File: src/hw/cdm_pkg.sv
// constants and types shared by the configuration data pin mux
package cdm_pkg;

  // configuration modes as seen by the pin mux
  typedef enum logic [3:0] {
    CDM_MODE_INIT,
    CDM_MODE_JTAG,
    CDM_MODE_SPI_X1,
    CDM_MODE_SPI_X2,
    CDM_MODE_SPI_X4,
    CDM_MODE_SPI_X8,
    CDM_MODE_SLAVE_SERIAL,
    CDM_MODE_SLAVE_PARALLEL,
    CDM_MODE_USER
  } cdm_mode_e;

  // slave parallel bus width selection
  typedef enum logic [1:0] {
    CDM_WIDTH_X8,
    CDM_WIDTH_X16,
    CDM_WIDTH_X32
  } cdm_width_e;

  localparam int CDM_BUS_W = 32;
  localparam int CDM_MID_LO = 8;
  localparam int CDM_HIGH_LO = 16;
  localparam logic [31:0] CDM_DATA_RST = 32'h0000_0000;
  localparam logic [31:0] CDM_OE_RST = 32'h0000_0000;
  localparam logic [1:0] CDM_SYNC_RST = 2'h0;
  localparam int CDM_SPI_W = 8;
  localparam int CDM_QUAD_LO = 2;
  localparam int CDM_SECOND_LO = 4;
  localparam int CDM_DI_BIT = 1;
  localparam logic [7:0] CDM_SPI_RST = 8'h00;

endpackage

File: src/hw/cdm_sync.sv
// two-stage synchroniser for a vector of pin inputs
`timescale 1ns/1ps
`default_nettype none
module cdm_sync #(
  parameter int W = 1
) (
  input wire logic clock,
  input wire logic resetn,
  input wire logic [W-1:0] async_in,
  output var logic [W-1:0] sync_out
);

  logic [W-1:0] meta_reg;

  always_ff @(posedge clock or negedge resetn) begin
    if (!resetn) begin
      meta_reg <= '0;
      sync_out <= '0;
    end else begin
      meta_reg <= async_in;
      sync_out <= meta_reg;
    end
  end

endmodule
`default_nettype wire

File: src/hw/cdm_pin_mux.sv
// configuration data and control pin multiplexer
// Notes on behaviour
// - parallel mode: rw_select high means device drives data, low means accepts.
// - bus bits 31:16 used only at 32-bit parallel width.
// - bus bits 15:8 used at 16 or 32-bit parallel width.
// - data pins beyond configured width stay user I/O, undriven.
// - spi x8: pins 7:4 carry the second flash's four data lines.
// - spi x4/x8: pins 2 and 3 take flash data bits two and three.
// - spi x1: shared serial input pin is the single data input.
// - spi x2/x4/x8: shared serial input pin is data line one.
// - parallel mode: shared pins act as bus bits 1, 3:2 and 7:4.
// - slave serial: shared data-1 pin is the serial data input.
// - after configuration all muxed pins return to user I/O.
// - during init or unused mode a pin is undriven user I/O.
// - in modes like jtag the serial input pin level is ignored.
// - low chip select enables the slave parallel interface.
// - parallel bit 0 rides the serial output data-0 pin.
`timescale 1ns/1ps
`default_nettype none
module cdm_pin_mux
  import cdm_pkg::*;
(
  input wire logic clock,
  input wire logic resetn,
  input wire cdm_mode_e cfg_mode,
  input wire cdm_width_e par_width,
  // data pins: bit 0 is serial_out_data0_pin, bit 1 serial_in_data1_pin
  input wire logic [31:0] data_pin_in,
  output var logic [31:0] data_pin_out,
  output var logic [31:0] data_pin_oe,
  input wire logic chip_select_n_pin,
  input wire logic rw_select,
  // configuration logic side
  input wire logic [31:0] cfg_read_data,
  output var logic [31:0] cfg_write_data,
  output var logic cfg_write_valid,
  output var logic [7:0] spi_data_in,
  output var logic spi_x1_data_in,
  output var logic serial_data_in,
  output var logic par_selected,
  output var logic par_read,
  // user logic side
  input wire logic [31:0] user_out,
  input wire logic [31:0] user_oe,
  output var logic [31:0] user_in,
  output var logic user_pins_owned
);

  // pin to output latency is three edges:
  // two sync flops, then the output register
  // mode and read data are same-domain, one edge
  logic [CDM_BUS_W-1:0] data_sync;
  logic [1:0] ctl_sync;
  wire cs_s;
  wire rw_s;

  // data pins arrive from outside the clock domain
  cdm_sync #(
    .W(CDM_BUS_W)
  ) cdm_sync_data_inst (
    .clock(clock),
    .resetn(resetn),
    .async_in(data_pin_in),
    .sync_out(data_sync)
  );

  // select synced active high: reset reads as deselected
  // so no false select follows the release of reset
  cdm_sync #(
    .W(2)
  ) cdm_sync_ctl_inst (
    .clock(clock),
    .resetn(resetn),
    .async_in({~chip_select_n_pin, rw_select}),
    .sync_out(ctl_sync)
  );

  assign cs_s = ctl_sync[1];
  assign rw_s = ctl_sync[0];

  // mode decode
  wire is_par;
  wire is_x1;
  wire is_x2;
  wire is_x4;
  wire is_x8;
  wire is_ser;
  wire is_user;
  wire spi_wide;
  wire spi_quad;
  assign is_par = (cfg_mode == CDM_MODE_SLAVE_PARALLEL);
  assign is_x1 = (cfg_mode == CDM_MODE_SPI_X1);
  assign is_x2 = (cfg_mode == CDM_MODE_SPI_X2);
  assign is_x4 = (cfg_mode == CDM_MODE_SPI_X4);
  assign is_x8 = (cfg_mode == CDM_MODE_SPI_X8);
  assign is_ser = (cfg_mode == CDM_MODE_SLAVE_SERIAL);
  assign is_user = (cfg_mode == CDM_MODE_USER);
  // modes with a second data line
  assign spi_wide = is_x2 | is_x4 | is_x8;
  assign spi_quad = is_x4 | is_x8;

  wire par_sel;
  wire par_rd;
  wire par_wr;
  assign par_sel = is_par & cs_s;
  assign par_rd = par_sel & rw_s;
  assign par_wr = par_sel & ~rw_s;

  // per-bit ownership of the pins by the parallel bus
  wire [CDM_BUS_W-1:0] par_lane;
  wire use_high;
  wire use_mid;
  assign use_high = (par_width == CDM_WIDTH_X32);
  assign use_mid = use_high | (par_width == CDM_WIDTH_X16);

  // lanes outside the width stay user I/O
  genvar gi;
  generate
    for (gi = 0; gi < CDM_BUS_W; gi++) begin : g_lane
      if (gi >= CDM_HIGH_LO) begin : g_hi
        assign par_lane[gi] = is_par & use_high;
      end else if (gi >= CDM_MID_LO) begin : g_mid
        assign par_lane[gi] = is_par & use_mid;
      end else begin : g_lo
        // bit 0 on serial output pin
        assign par_lane[gi] = is_par;
      end
    end
  endgenerate

  // spi input lanes per mode
  wire [CDM_SPI_W-1:0] spi_lane;
  generate
    for (gi = 0; gi < CDM_SPI_W; gi++) begin : g_spi
      if (gi >= CDM_SECOND_LO) begin : g_second
        assign spi_lane[gi] = is_x8;
      end else if (gi >= CDM_QUAD_LO) begin : g_quad
        assign spi_lane[gi] = spi_quad;
      end else begin : g_dual
        assign spi_lane[gi] = spi_wide;
      end
    end
  endgenerate

  // masked lanes read as zero so idle pins never leak in
  wire [CDM_SPI_W-1:0] spi_in_next;
  wire x1_in_next;
  wire ser_in_next;
  assign spi_in_next = data_sync[CDM_SPI_W-1:0] & spi_lane;
  assign x1_in_next = is_x1 & data_sync[CDM_DI_BIT];
  assign ser_in_next = is_ser & data_sync[CDM_DI_BIT];

  // per-pin drive and capture
  wire [CDM_BUS_W-1:0] oe_next;
  wire [CDM_BUS_W-1:0] out_next;
  wire [CDM_BUS_W-1:0] user_in_next;
  wire [CDM_BUS_W-1:0] wr_next;
  generate
    for (gi = 0; gi < CDM_BUS_W; gi++) begin : g_pin
      // drive only on a selected read, or per user_oe in user mode
      assign oe_next[gi] = is_user ? user_oe[gi] : (par_rd & par_lane[gi]);
      assign out_next[gi] = is_user ? user_out[gi] :
        (cfg_read_data[gi] & par_lane[gi]);
      // nothing reaches user logic before release
      assign user_in_next[gi] = is_user & data_sync[gi];
      // capture only on owned lanes of a write
      assign wr_next[gi] = par_wr & par_lane[gi] & data_sync[gi];
    end
  endgenerate

  // read data toward the pins
  // value is harmless while oe stays low
  always_ff @(posedge clock or negedge resetn) begin
    if (!resetn) begin
      data_pin_out <= CDM_DATA_RST;
    end else begin
      data_pin_out <= out_next;
    end
  end

  // pin drive enables
  // reset leaves every pin undriven
  always_ff @(posedge clock or negedge resetn) begin
    if (!resetn) begin
      data_pin_oe <= CDM_OE_RST;
    end else begin
      data_pin_oe <= oe_next;
    end
  end

  // captured write data
  // zero outside a write so stale words never linger
  always_ff @(posedge clock or negedge resetn) begin
    if (!resetn) begin
      cfg_write_data <= CDM_DATA_RST;
    end else begin
      cfg_write_data <= wr_next;
    end
  end

  // write strobe
  // high on every cycle of a selected write
  always_ff @(posedge clock or negedge resetn) begin
    if (!resetn) begin
      cfg_write_valid <= 1'b0;
    end else begin
      cfg_write_valid <= par_wr;
    end
  end

  // flash data lanes
  // unused lanes read as zero
  always_ff @(posedge clock or negedge resetn) begin
    if (!resetn) begin
      spi_data_in <= CDM_SPI_RST;
    end else begin
      spi_data_in <= spi_in_next;
    end
  end

  // single-line flash data
  // low in every other mode
  always_ff @(posedge clock or negedge resetn) begin
    if (!resetn) begin
      spi_x1_data_in <= 1'b0;
    end else begin
      spi_x1_data_in <= x1_in_next;
    end
  end

  // slave serial data
  // low in every other mode
  always_ff @(posedge clock or negedge resetn) begin
    if (!resetn) begin
      serial_data_in <= 1'b0;
    end else begin
      serial_data_in <= ser_in_next;
    end
  end

  // select level
  // follows the pin three edges late
  always_ff @(posedge clock or negedge resetn) begin
    if (!resetn) begin
      par_selected <= 1'b0;
    end else begin
      par_selected <= par_sel;
    end
  end

  // read level
  // matches the edge on which oe rises
  always_ff @(posedge clock or negedge resetn) begin
    if (!resetn) begin
      par_read <= 1'b0;
    end else begin
      par_read <= par_rd;
    end
  end

  // pin levels toward user logic
  // zero until the pins are released
  always_ff @(posedge clock or negedge resetn) begin
    if (!resetn) begin
      user_in <= CDM_DATA_RST;
    end else begin
      user_in <= user_in_next;
    end
  end

  // user ownership flag
  // one edge after the mode changes
  always_ff @(posedge clock or negedge resetn) begin
    if (!resetn) begin
      user_pins_owned <= 1'b0;
    end else begin
      user_pins_owned <= is_user;
    end
  end

endmodule
`default_nettype wire

File: config.mk
export PLATFORM = sky130hd
export DESIGN_NAME = cdm_pin_mux
export DESIGN_NICKNAME = d
export VERILOG_FILES = /design/src/hw/cdm_pkg.sv /design/src/hw/cdm_sync.sv /design/src/hw/cdm_pin_mux.sv
export SDC_FILE = /design/constraint.sdc
export NUM_CORES = 1
export LEC_CHECK = 0
export BUFFER_PORTS_ARGS = -buffer_cell sky130_fd_sc_hd__buf_4
export CAP_MARGIN = 20
export CORE_MARGIN = 5
export CORE_UTILIZATION = 25
export CTS_CLUSTER_SIZE = 16
export DETAILED_ROUTE_END_ITERATION = 7
export GPL_ROUTABILITY_DRIVEN = 0
export PLACE_DENSITY_LB_ADDON = 0.3
export SLEW_MARGIN = 30
export SYNTH_ARGS = -nofsm -noshare
export SYNTH_HDL_FRONTEND = slang
export SYNTH_SLANG_ARGS = --single-unit
File: constraint.sdc
create_clock -name clock -period 1.1 [get_ports clock]
set_input_delay 0.11 -clock clock [delete_from_list [all_inputs] [get_ports clock]]
set_output_delay 0.11 -clock clock [all_outputs]
set_load 0.01 [all_outputs]
Yosys cells after proc, flatten, opt, wreduce, memory -nomap -nowiden
Cells that the tools add are included.
{"block": "word_totals", "out_inout_bits": 142, "ff_bits": 210, "input_bits": 138, "elab_cells": 204}
{"block": "classes", "eq_ne": 9, "bitwise_logic": 116, "muxes": 64}
{"cell": "$and A1 B1 Y1", "count": 109}
{"cell": "$mux W1", "count": 64}
{"cell": "$eq A4 B3 Y1 const B", "count": 4}
{"cell": "$and A8 B8 Y8", "count": 1}
{"cell": "$eq A4 B2 Y1 const B", "count": 2}
{"cell": "$eq A4 B4 Y1 const B", "count": 1}
{"cell": "$or A1 B1 Y1", "count": 4}
{"cell": "$eq A2 B1 Y1 const B", "count": 1}
{"cell": "$eq A2 B2 Y1 const B", "count": 1}
{"cell": "$not A1 Y1", "count": 2}

Depth between registers and ports, before layout
Gate-level depths: netlist of the first run.
{"block": "depth", "depth_word": 5, "mapped_depth": 6}

Cells and area by module
From an unflattened synthesis of the first run, not the netlist that was laid out.
{"block": "hier_totals", "cells_unflattened": 432, "area_unflattened_um2": 6710.2}
{"mod": "cdm_pin_mux", "cells_per_inst": 364, "area_per_inst_um2": 5008.6, "seq_area_each_um2": 3553.4, "n_inst": 1}
{"mod": "cdm_sync (cdm_sync_data_inst)", "cells_per_inst": 64, "area_per_inst_um2": 1601.5, "seq_area_each_um2": 1601.5, "n_inst": 1}
{"mod": "cdm_sync (cdm_sync_ctl_inst)", "cells_per_inst": 4, "area_per_inst_um2": 100.1, "seq_area_each_um2": 100.1, "n_inst": 1}

Worst setup path after synthesis of the first run
OpenSTA, ideal clock, no wires.
{"block": "synth_path", "path_kind": "input to register", "startpoint": "input cfg_mode[1]", "endpoint": "register data_pin_oe[26]", "path_stages": 5, "path_buffers": 3, "path_slack_ps": -58, "t_arrival_ps": 1080, "setup_time_ps": 79, "cell_sequence": "buf_2 -> nor4b_4 -> buf_4 -> buf_6 -> o2bb2ai_1"}
{"block": "synth_via", "elab_chain_cells": 5, "elab_cells_between_ends": 7, "cone_classes": "2 x eq/ne; 1 x mux; 4 x bitwise"}
{"item": "from (decl)", "line": "cdm_pin_mux.sv:25", "rtl": "input wire cdm_mode_e cfg_mode,"}
{"item": "$eq A4 B3 Y1", "line": "cdm_pin_mux.sv:91", "rtl": "assign is_par = (cfg_mode == CDM_MODE_SLAVE_PARALLEL);"}
{"item": "$and A1 B1 Y1", "line": "cdm_pin_mux.sv:105", "rtl": "assign par_sel = is_par & cs_s;"}
{"item": "$and A1 B1 Y1", "line": "cdm_pin_mux.sv:106", "rtl": "assign par_rd = par_sel & rw_s;"}
{"item": "$and A1 B1 Y1", "line": "cdm_pin_mux.sv:161", "rtl": "assign oe_next[gi] = is_user ? user_oe[gi] : (par_rd & par_lane[gi]);"}
{"item": "$mux W1 *", "line": "cdm_pin_mux.sv:161"}
{"item": "via oe_next[26]", "line": "cdm_pin_mux.sv:154", "rtl": "wire [CDM_BUS_W-1:0] oe_next;"}
{"item": "to (signal assigned)", "line": "cdm_pin_mux.sv:187", "rtl": "data_pin_oe <= oe_next;"}
{"item": "to (decl)", "line": "cdm_pin_mux.sv:30", "rtl": "output var logic [31:0] data_pin_oe,"}
Mark *: on every way through the listed nets, which the timed path passes. The rest lies on a longest branch.

Worst setup path in the final report of the first run
{"block": "layout_path", "startpoint": "register data_pin_out[30]", "endpoint": "output data_pin_out[30]"}
{"item": "from (decl)", "line": "cdm_pin_mux.sv:29", "rtl": "output var logic [31:0] data_pin_out,"}
{"item": "from (signal assigned)", "line": "cdm_pin_mux.sv:177", "rtl": "data_pin_out <= out_next;"}
No word-level cell between the ends.

==> key figures, run 1 <==
Synth
  – Top cell type's share of synthesized area: 0.783
  – Post-synthesis cell area: 6710 um^2
  – Synth unique cells: 27
  – Synthesized net count: 571
  – Sequential share of the synthesized area: 0.783
  – Number of synthesized flops with an enable pin: 0
  – Synth warn: 0
  – Cell with the most instances after synthesis: dfrtp_1
  – Synthesis-stage register bit count: 210
  – Post-Syn Area per Cell: 15.5 um^2
  – Asr flop ratio synth: 1.00
  – Post-synth top cells: dfrtp_1 (210), and2_1 (37), o2bb2ai_1 (32)
  – Synth area leaders: dfrtp_1 (78%), o2bb2ai_1 (4.2%), a32o_1 (3.6%), and2_1 (3.4%), nor3_1 (1.8%)
  – Cell type with the largest total area after synthesis: dfrtp_1
  – Post-Syn Instances: 432
  – Synth Flop Type: dfrtp_1

STA
  – Final setup violation count: 78
  – Endpoints failing hold: 0
  – Slew headroom: 0.764
  – F_max: 873 MHz
  – Worst Slack Setup Final: -0.0452 ns
  – WHS: 0.0859 ns
  – Slew Limit Fails: 0
  – Least-Margin Pin Slew: 0.354 ns
  – Tmin final: 1.15 ns
  – Setup Skew: 0.0238 ns
  – Final period util: 1.04
  – RSZ-0062 raised after global routing: true

Clock tree
  – TritonCTS Buffers: 23
  – Clock latency on the worst-skew pair: 0.51 ns
  – Post-CTS setup buffer count: 0
  – Num Clock Sinks: 210
  – H-tree levels: 1
  – Clock root buffer: clkbuf_16
  – CTS max path bufs: 3
  – CTS clk-pin slew, worst paths: 0.06 ns
  – CTS tree: done

Global routing
  – Vias in the first global route: 5766
  – GRT overflow: 0
  – Largest net degree at the start of global routing: 38
  – First-pass GRT wire length: 33.4 mm
  – GR Util All Layers: 0.139
  – Initial antenna violation count: 0

Power and ir drop
  – Tot Pwr: 17200 uW
  – Clock power frac: 0.437
  – Sequential share of power: 0.467
  – LEAKAGE: 0.00587 uW
  – Peak VDD IR: 2150 uV
  – Switching power: 3740 uW
  – Power share of the combinational group: 0.096
  – Sw Ratio: 0.218
  – Pwr Density: 1410 nW/um^2
  – Pint: 13500 uW

Critical path
  – CP startpoint: data_pin_out[30]
  – CP arrival: 1.04 ns
  – Worst Path Max Fanout: 1
  – Cells along the critical path: buf_6
  – Max stage delay on crit path: 0.41 ns
  – Worst setup SP type: flop
  – CP endpoint kind: output port
  – Crit-path leading delay family: flip-flops
  – Worst path bufs/invs: 1
  – Critical path required time: 0.99 ns
  – Slowest-stage cell, CP: dfrtp_1
  – Critical setup path kind: reg -> out
  – RR Startpoint: cdm_sync_ctl_inst.sync_out[0]

Routing
  – DR vias: 5126
  – Initial DRC count: 177
  – Antenna-violating nets left: 0
  – DRC: 0
  – Via/cell ratio: 4.17
  – Routed len/inst: 17.5 um
  – Final WL: 21.5 mm
  – First drt pass iteration count: 4

Run
  – # Max-Cap Violations: 0

Floorplan
  – Initial Util: 0.251
  – Die Wd: 174 um
  – Core Rows: 60
  – Core region area: 26700 um^2
  – DIE HEIGHT: 174 um
  – Full die area: 30200 um^2
  – I/O pins: 280

Cells and area
  – Utilization after layout: 0.458
  – Antenna cells: 0
  – Nets@finish: 1011
  – Layout cells sized above 1: 0.416
  – Area Overhead vs Synth: 82.3%

Status
  – Status: complete, but fails checks
  – Violated checks: setup timing

Hold path
  – HP Class: in -> async

Placement
  – Hpwl dp: 14.1 mm
  – IO Port Bufs: 279
metrics by stage:
stage          std cells  setup TNS, ns  setup slack, ns  area (um^2)
4_1_cts             1229          -5.58          -0.0902        12100
6_report            1229          -1.06          -0.0452        12200
3_5_place_dp        1053          -3.55           -0.111         9500
3_3_place_gp        1053          -2.29          -0.0628         9500
5_1_grt             1229          -7.51           -0.101        12200
2_1_floorplan        432              0           0.0102         6720
final cells by class:
type | instances | area, um^2
timing repair buffer | 448 | 4400
clock buffer | 33 | 683
fill | 2335 | 14500
multi-input combinational | 170 | 1320
clock inverter | 8 | 73.8
tap | 341 | 427
sequential | 210 | 5260
inverter | 19 | 71.3
metal layers:
layer,GRT usage,vias to the layer above,share of wire
met3,0.0460,34,0.085
met1,0.162,2498,0.39
met4,0.0360,0,0.024
li1,-,2378,-
met5,0,-,0
met2,0.248,216,0.50
what timing repair did:
item                                    in CTS  in global routing
endpoints found under the setup margin     142                162
endpoints found under the hold margin      314                  3
hold buffers                               135                  1
gates resized for setup                    142                 17
logic make-up (layout without fill, tap and decap cells):
group,Yosys count,in the layout,share of synthesized area
flops,210,210,0.783
simple gates,103,103,0.0902
compound gates,66,66,0.0899
buf+inv,52,508,0.0349
fa+ha+maj,1,1,0.00186
path summary, 6_finish.rpt:
kind | slack, ns | cells after the start | endpoint
max | -0.05 | 1 | data_pin_out[30]
min | 0.09 | 2 | cdm_sync_data_inst.meta_reg[10]
max reg2reg | 0.07 | 3 | cfg_write_data[20]
min reg2reg | 0.34 | 0 | cdm_sync_data_inst.sync_out[21]
max in group asynchronous | 0.44 | 3 | data_pin_oe[2]
min in group clock | 0.12 | 4 | spi_data_in[5]
power groups by stage:
stage          Combinational (uW)  Clock [uW]  Sequential, uW
4_1_cts                      1640        7860            8030
5_1_grt                      1790        8160            8050
6_report                     1650        7520            8030
2_1_floorplan                 233           0            8180
3_3_place_gp                 1180           0            8150
3_5_place_dp                 1180           0            8160
cell usage in the layout (no fill, tap or decap), types with 4 or more instances in the layout:
master         netlist  final
a22o_1               8      8
nand2_1             17     16
o2bb2ai_1           32     31
nor3_1              24     19
clkinv_2             0      4
nor3_2               0      5
a32o_1              24     24
buf_12               0     13
dfrtp_1            210    209
nor4_2               0      7
buf_4                1    157
inv_1               19     19
buf_6                3    142
clkbuf_8             0      7
and2_1              37     37
dlygate4sd3_1        0    135
clkbuf_16            0     23
Note: power is estimated with default switching activity, not from simulation.
==> run 2: changes to the inputs <==
--- a/config.mk
+++ b/config.mk
@@ -7,8 +7,10 @@
 export LEC_CHECK = 0
 export BUFFER_PORTS_ARGS = -buffer_cell sky130_fd_sc_hd__buf_4
 export CAP_MARGIN = 20
+export CELL_PAD_IN_SITES_DETAIL_PLACEMENT = 1
+export CELL_PAD_IN_SITES_GLOBAL_PLACEMENT = 2
 export CORE_MARGIN = 5
-export CORE_UTILIZATION = 25
+export CORE_UTILIZATION = 28
 export CTS_CLUSTER_SIZE = 16
 export DETAILED_ROUTE_END_ITERATION = 7
 export GPL_ROUTABILITY_DRIVEN = 0
==> run 2 against run 1 <==
Compared with the run above: the flow still finishes with violations (setup timing); via count increased by 2.7%; global-route usage increased by 3.2 points; maximum frequency decreased by 2.7%; clock-buffer cell count increased by 4; core utilization increased by 6.4 points; sequential power about the same; cell count decreased by 1.5%; critical path type unchanged.
==> key figures, run 2 (synthesis gave the netlist of run 1 again) <==
Global routing
  – Vias in the first global route: 6199 (+7.5%)
  – GR Util All Layers: 0.171 (+0.0321)
  – Initial antenna violation count: 3 (+3)
  – First-pass GRT wire length: 35.7 mm (+6.9%)
  – Largest net degree at the start of global routing: 38 (unchanged)
  – GRT overflow: 0 (unchanged)

Critical path
  – Worst Path Max Fanout: 1 (unchanged)
  – Critical path required time: 0.99 ns (about the same)
  – CP arrival: 1.07 ns (+0.03 ns)
  – Slowest-stage cell, CP: dfrtp_1
  – Worst path bufs/invs: 1 (unchanged)
  – RR Startpoint: cdm_sync_ctl_inst.sync_out[0]
  – Max stage delay on crit path: 0.42 ns (about the same)
  – Cells along the critical path: buf_6
  – CP endpoint kind: output port
  – Crit-path leading delay family: flip-flops
  – Critical setup path kind: reg -> out
  – R2R Path End: data_pin_oe[22]
  – Worst setup SP type: flop
  – Worst R2R Setup Slack: 0.06 ns (about the same)
  – Worst R2R Path Depth: 4 (+1)

Cells and area
  – Commonest cells after routing, fill and taps aside: dfrtp_1 (209), buf_4 (156), buf_6 (143), dlygate4sd3_1 (135), and2_1 (37)
  – Commonest non-fill, non-tap cell in the layout: dfrtp_1
  – Utilization after layout: 0.522 (+0.0642)
  – Layout cells sized above 1: 0.414 (-0.00159)
  – Area Overhead vs Synth: 83.1%
  – Layout fillers: 2333 (-0.086%)
  – Nets@finish: 1011 (unchanged)
  – Finished Layout Cells: 1211 (-1.5%)

Status
  – Status: complete, but fails checks
  – Violated checks: setup timing

Floorplan
  – I/O pins: 280 (unchanged)
  – DIE HEIGHT: 165 um (-5.2%)
  – Die Wd: 165 um (-5.2%)
  – Initial Util: 0.285 (+0.0339)
  – Core region area: 23500 um^2 (-12%)
  – Full die area: 27200 um^2 (-10%)
  – Core Rows: 56 (-6.7%)

STA
  – RSZ-0062 raised after global routing: true
  – Worst Slack Setup Final: -0.0768 ns (-0.0316 ns)
  – Slew Limit Fails: 0 (unchanged)
  – Tmin final: 1.18 ns (+0.0316 ns)
  – Final period util: 1.07 (+0.0288)
  – Slew headroom: 0.769 (+0.00553)
  – Final setup violation count: 142 (+82%)
  – Setup Skew: 0.0158 ns (-0.00799 ns)
  – Least-Margin Pin Slew: 0.346 ns (-0.00830 ns)
  – Endpoints failing hold: 0 (unchanged)
  – F_max: 850 MHz (-2.7%)

Routing
  – DR WL met2: 12.6 mm (+17%)
  – Met3 wire length: 2.10 mm (+16%)
  – DRC: 0 (unchanged)
  – DR vias: 5262 (+2.7%)
  – Antenna-violating nets left: 0 (unchanged)
  – Final WL: 24.0 mm (+12%)
  – Highest Signal Layer: met4
  – First drt pass iteration count: 4 (unchanged)
  – M1 WL: 8.84 mm (+6.3%)
  – Initial DRC count: 149 (-16%)
  – Via/cell ratio: 4.35 (+4.2%)
  – Routed len/inst: 19.8 um (+14%)

Power and ir drop
  – Pwr Density: 1460 nW/um^2 (+3.6%)
  – Peak VDD IR: 1470 uV (-32%)
  – LEAKAGE: 0.00590 uW (+0.56%)

Placement
  – IO Port Bufs: 279 (unchanged)
  – Hpwl dp: 15.5 mm (+10%)
  – Placed cell count: 1030 (-2.2%)

Clock tree
  – Clock root buffer: clkbuf_16
  – Post-CTS setup buffer count: 0 (unchanged)
  – Clock latency on the worst-skew pair: 0.52 ns (about the same)
  – Num Clock Sinks: 210 (unchanged)
  – CTS clk-pin slew, worst paths: 0.06 ns (about the same)
  – CTS max path bufs: 3 (unchanged)
  – H-tree levels: 1 (unchanged)
  – CTS tree: done
  – TritonCTS Buffers: 24 (+4.3%)

Run
  – # Max-Cap Violations: 0 (unchanged)

Hold path
  – HP Class: in -> async
[run 2: worst max-delay path by stage]
stage,end,cells after the start,start,slack (ns)
2_1_floorplan,data_pin_out[10],5,cfg_mode[2],0.01
3_3_place_gp,cfg_write_data[20],4,cfg_mode[3],-0.07
3_5_place_dp,cfg_write_data[8],5,par_width[0],-0.13
4_1_cts,data_pin_out[30],1,data_pin_out[30],-0.12
5_1_grt,data_pin_out[23],1,data_pin_out[23],-0.12
6_report,data_pin_out[23],1,data_pin_out[23],-0.08
[run 2: metrics by stage]
| stage | instance area [um^2] | hold slack [ns] | setup WS, ns | setup TNS, ns | power [uW] |
|---|---|---|---|---|---|
| detailed placement | 9450 | 0.0268 | -0.127 | -4.38 | 9360 |
| floorplan | 6720 | -0.186 | 0.0102 | 0 | 8420 |
| CTS | 12200 | 0.0518 | -0.121 | -8.41 | 18100 |
| global route | 12300 | 0.0740 | -0.125 | -10.50 | 18600 |
| global placement | 9450 | 0.0221 | -0.0697 | -2.14 | 9310 |
| finish | 12300 | 0.0646 | -0.0768 | -3.72 | 17900 |
[run 2: repair_timing]
item                                    CTS  global route
endpoints found under the setup margin  150           162
resized for setup                       151            11
endpoints found under the hold margin   314             0
hold buffers                            135             0
gates cloned                              0             0
[run 2: cell type report]
type                            instances  area (um^2)  area share
Clock inverter                          6          110     0.00896
Antenna cell                            3         7.51    0.000611
Timing Repair Buffer                  447         4390       0.357
Multi-Input combinational cell        170         1320       0.108
Inverter                               19         71.3     0.00581
Tap cell                              319          399      0.0325
Clock buffer                           37          729      0.0594
Sequential cell                       210         5260       0.428
[run 2: report_power, final]
part	switching (uW)	total (uW)	internal (uW)
Clock	3140	8190	5050
Sequential	101	8040	7940
Combinational	687	1660	975
Total	3930	17900	14000
[run 2: worst register-to-register path, delay by kind of cell (launching register included)]
kind            cells  cell delay, ns
buf+inv             2            0.33
simple gates        1            0.09
flops               1            0.37
compound gates      1            0.11
[run 2: metal layers]
layer	track usage	vias up
met5	0	-
met1	0.191	2658
li1	-	2371
met3	0.0539	26
met4	0.0435	0
met2	0.316	207
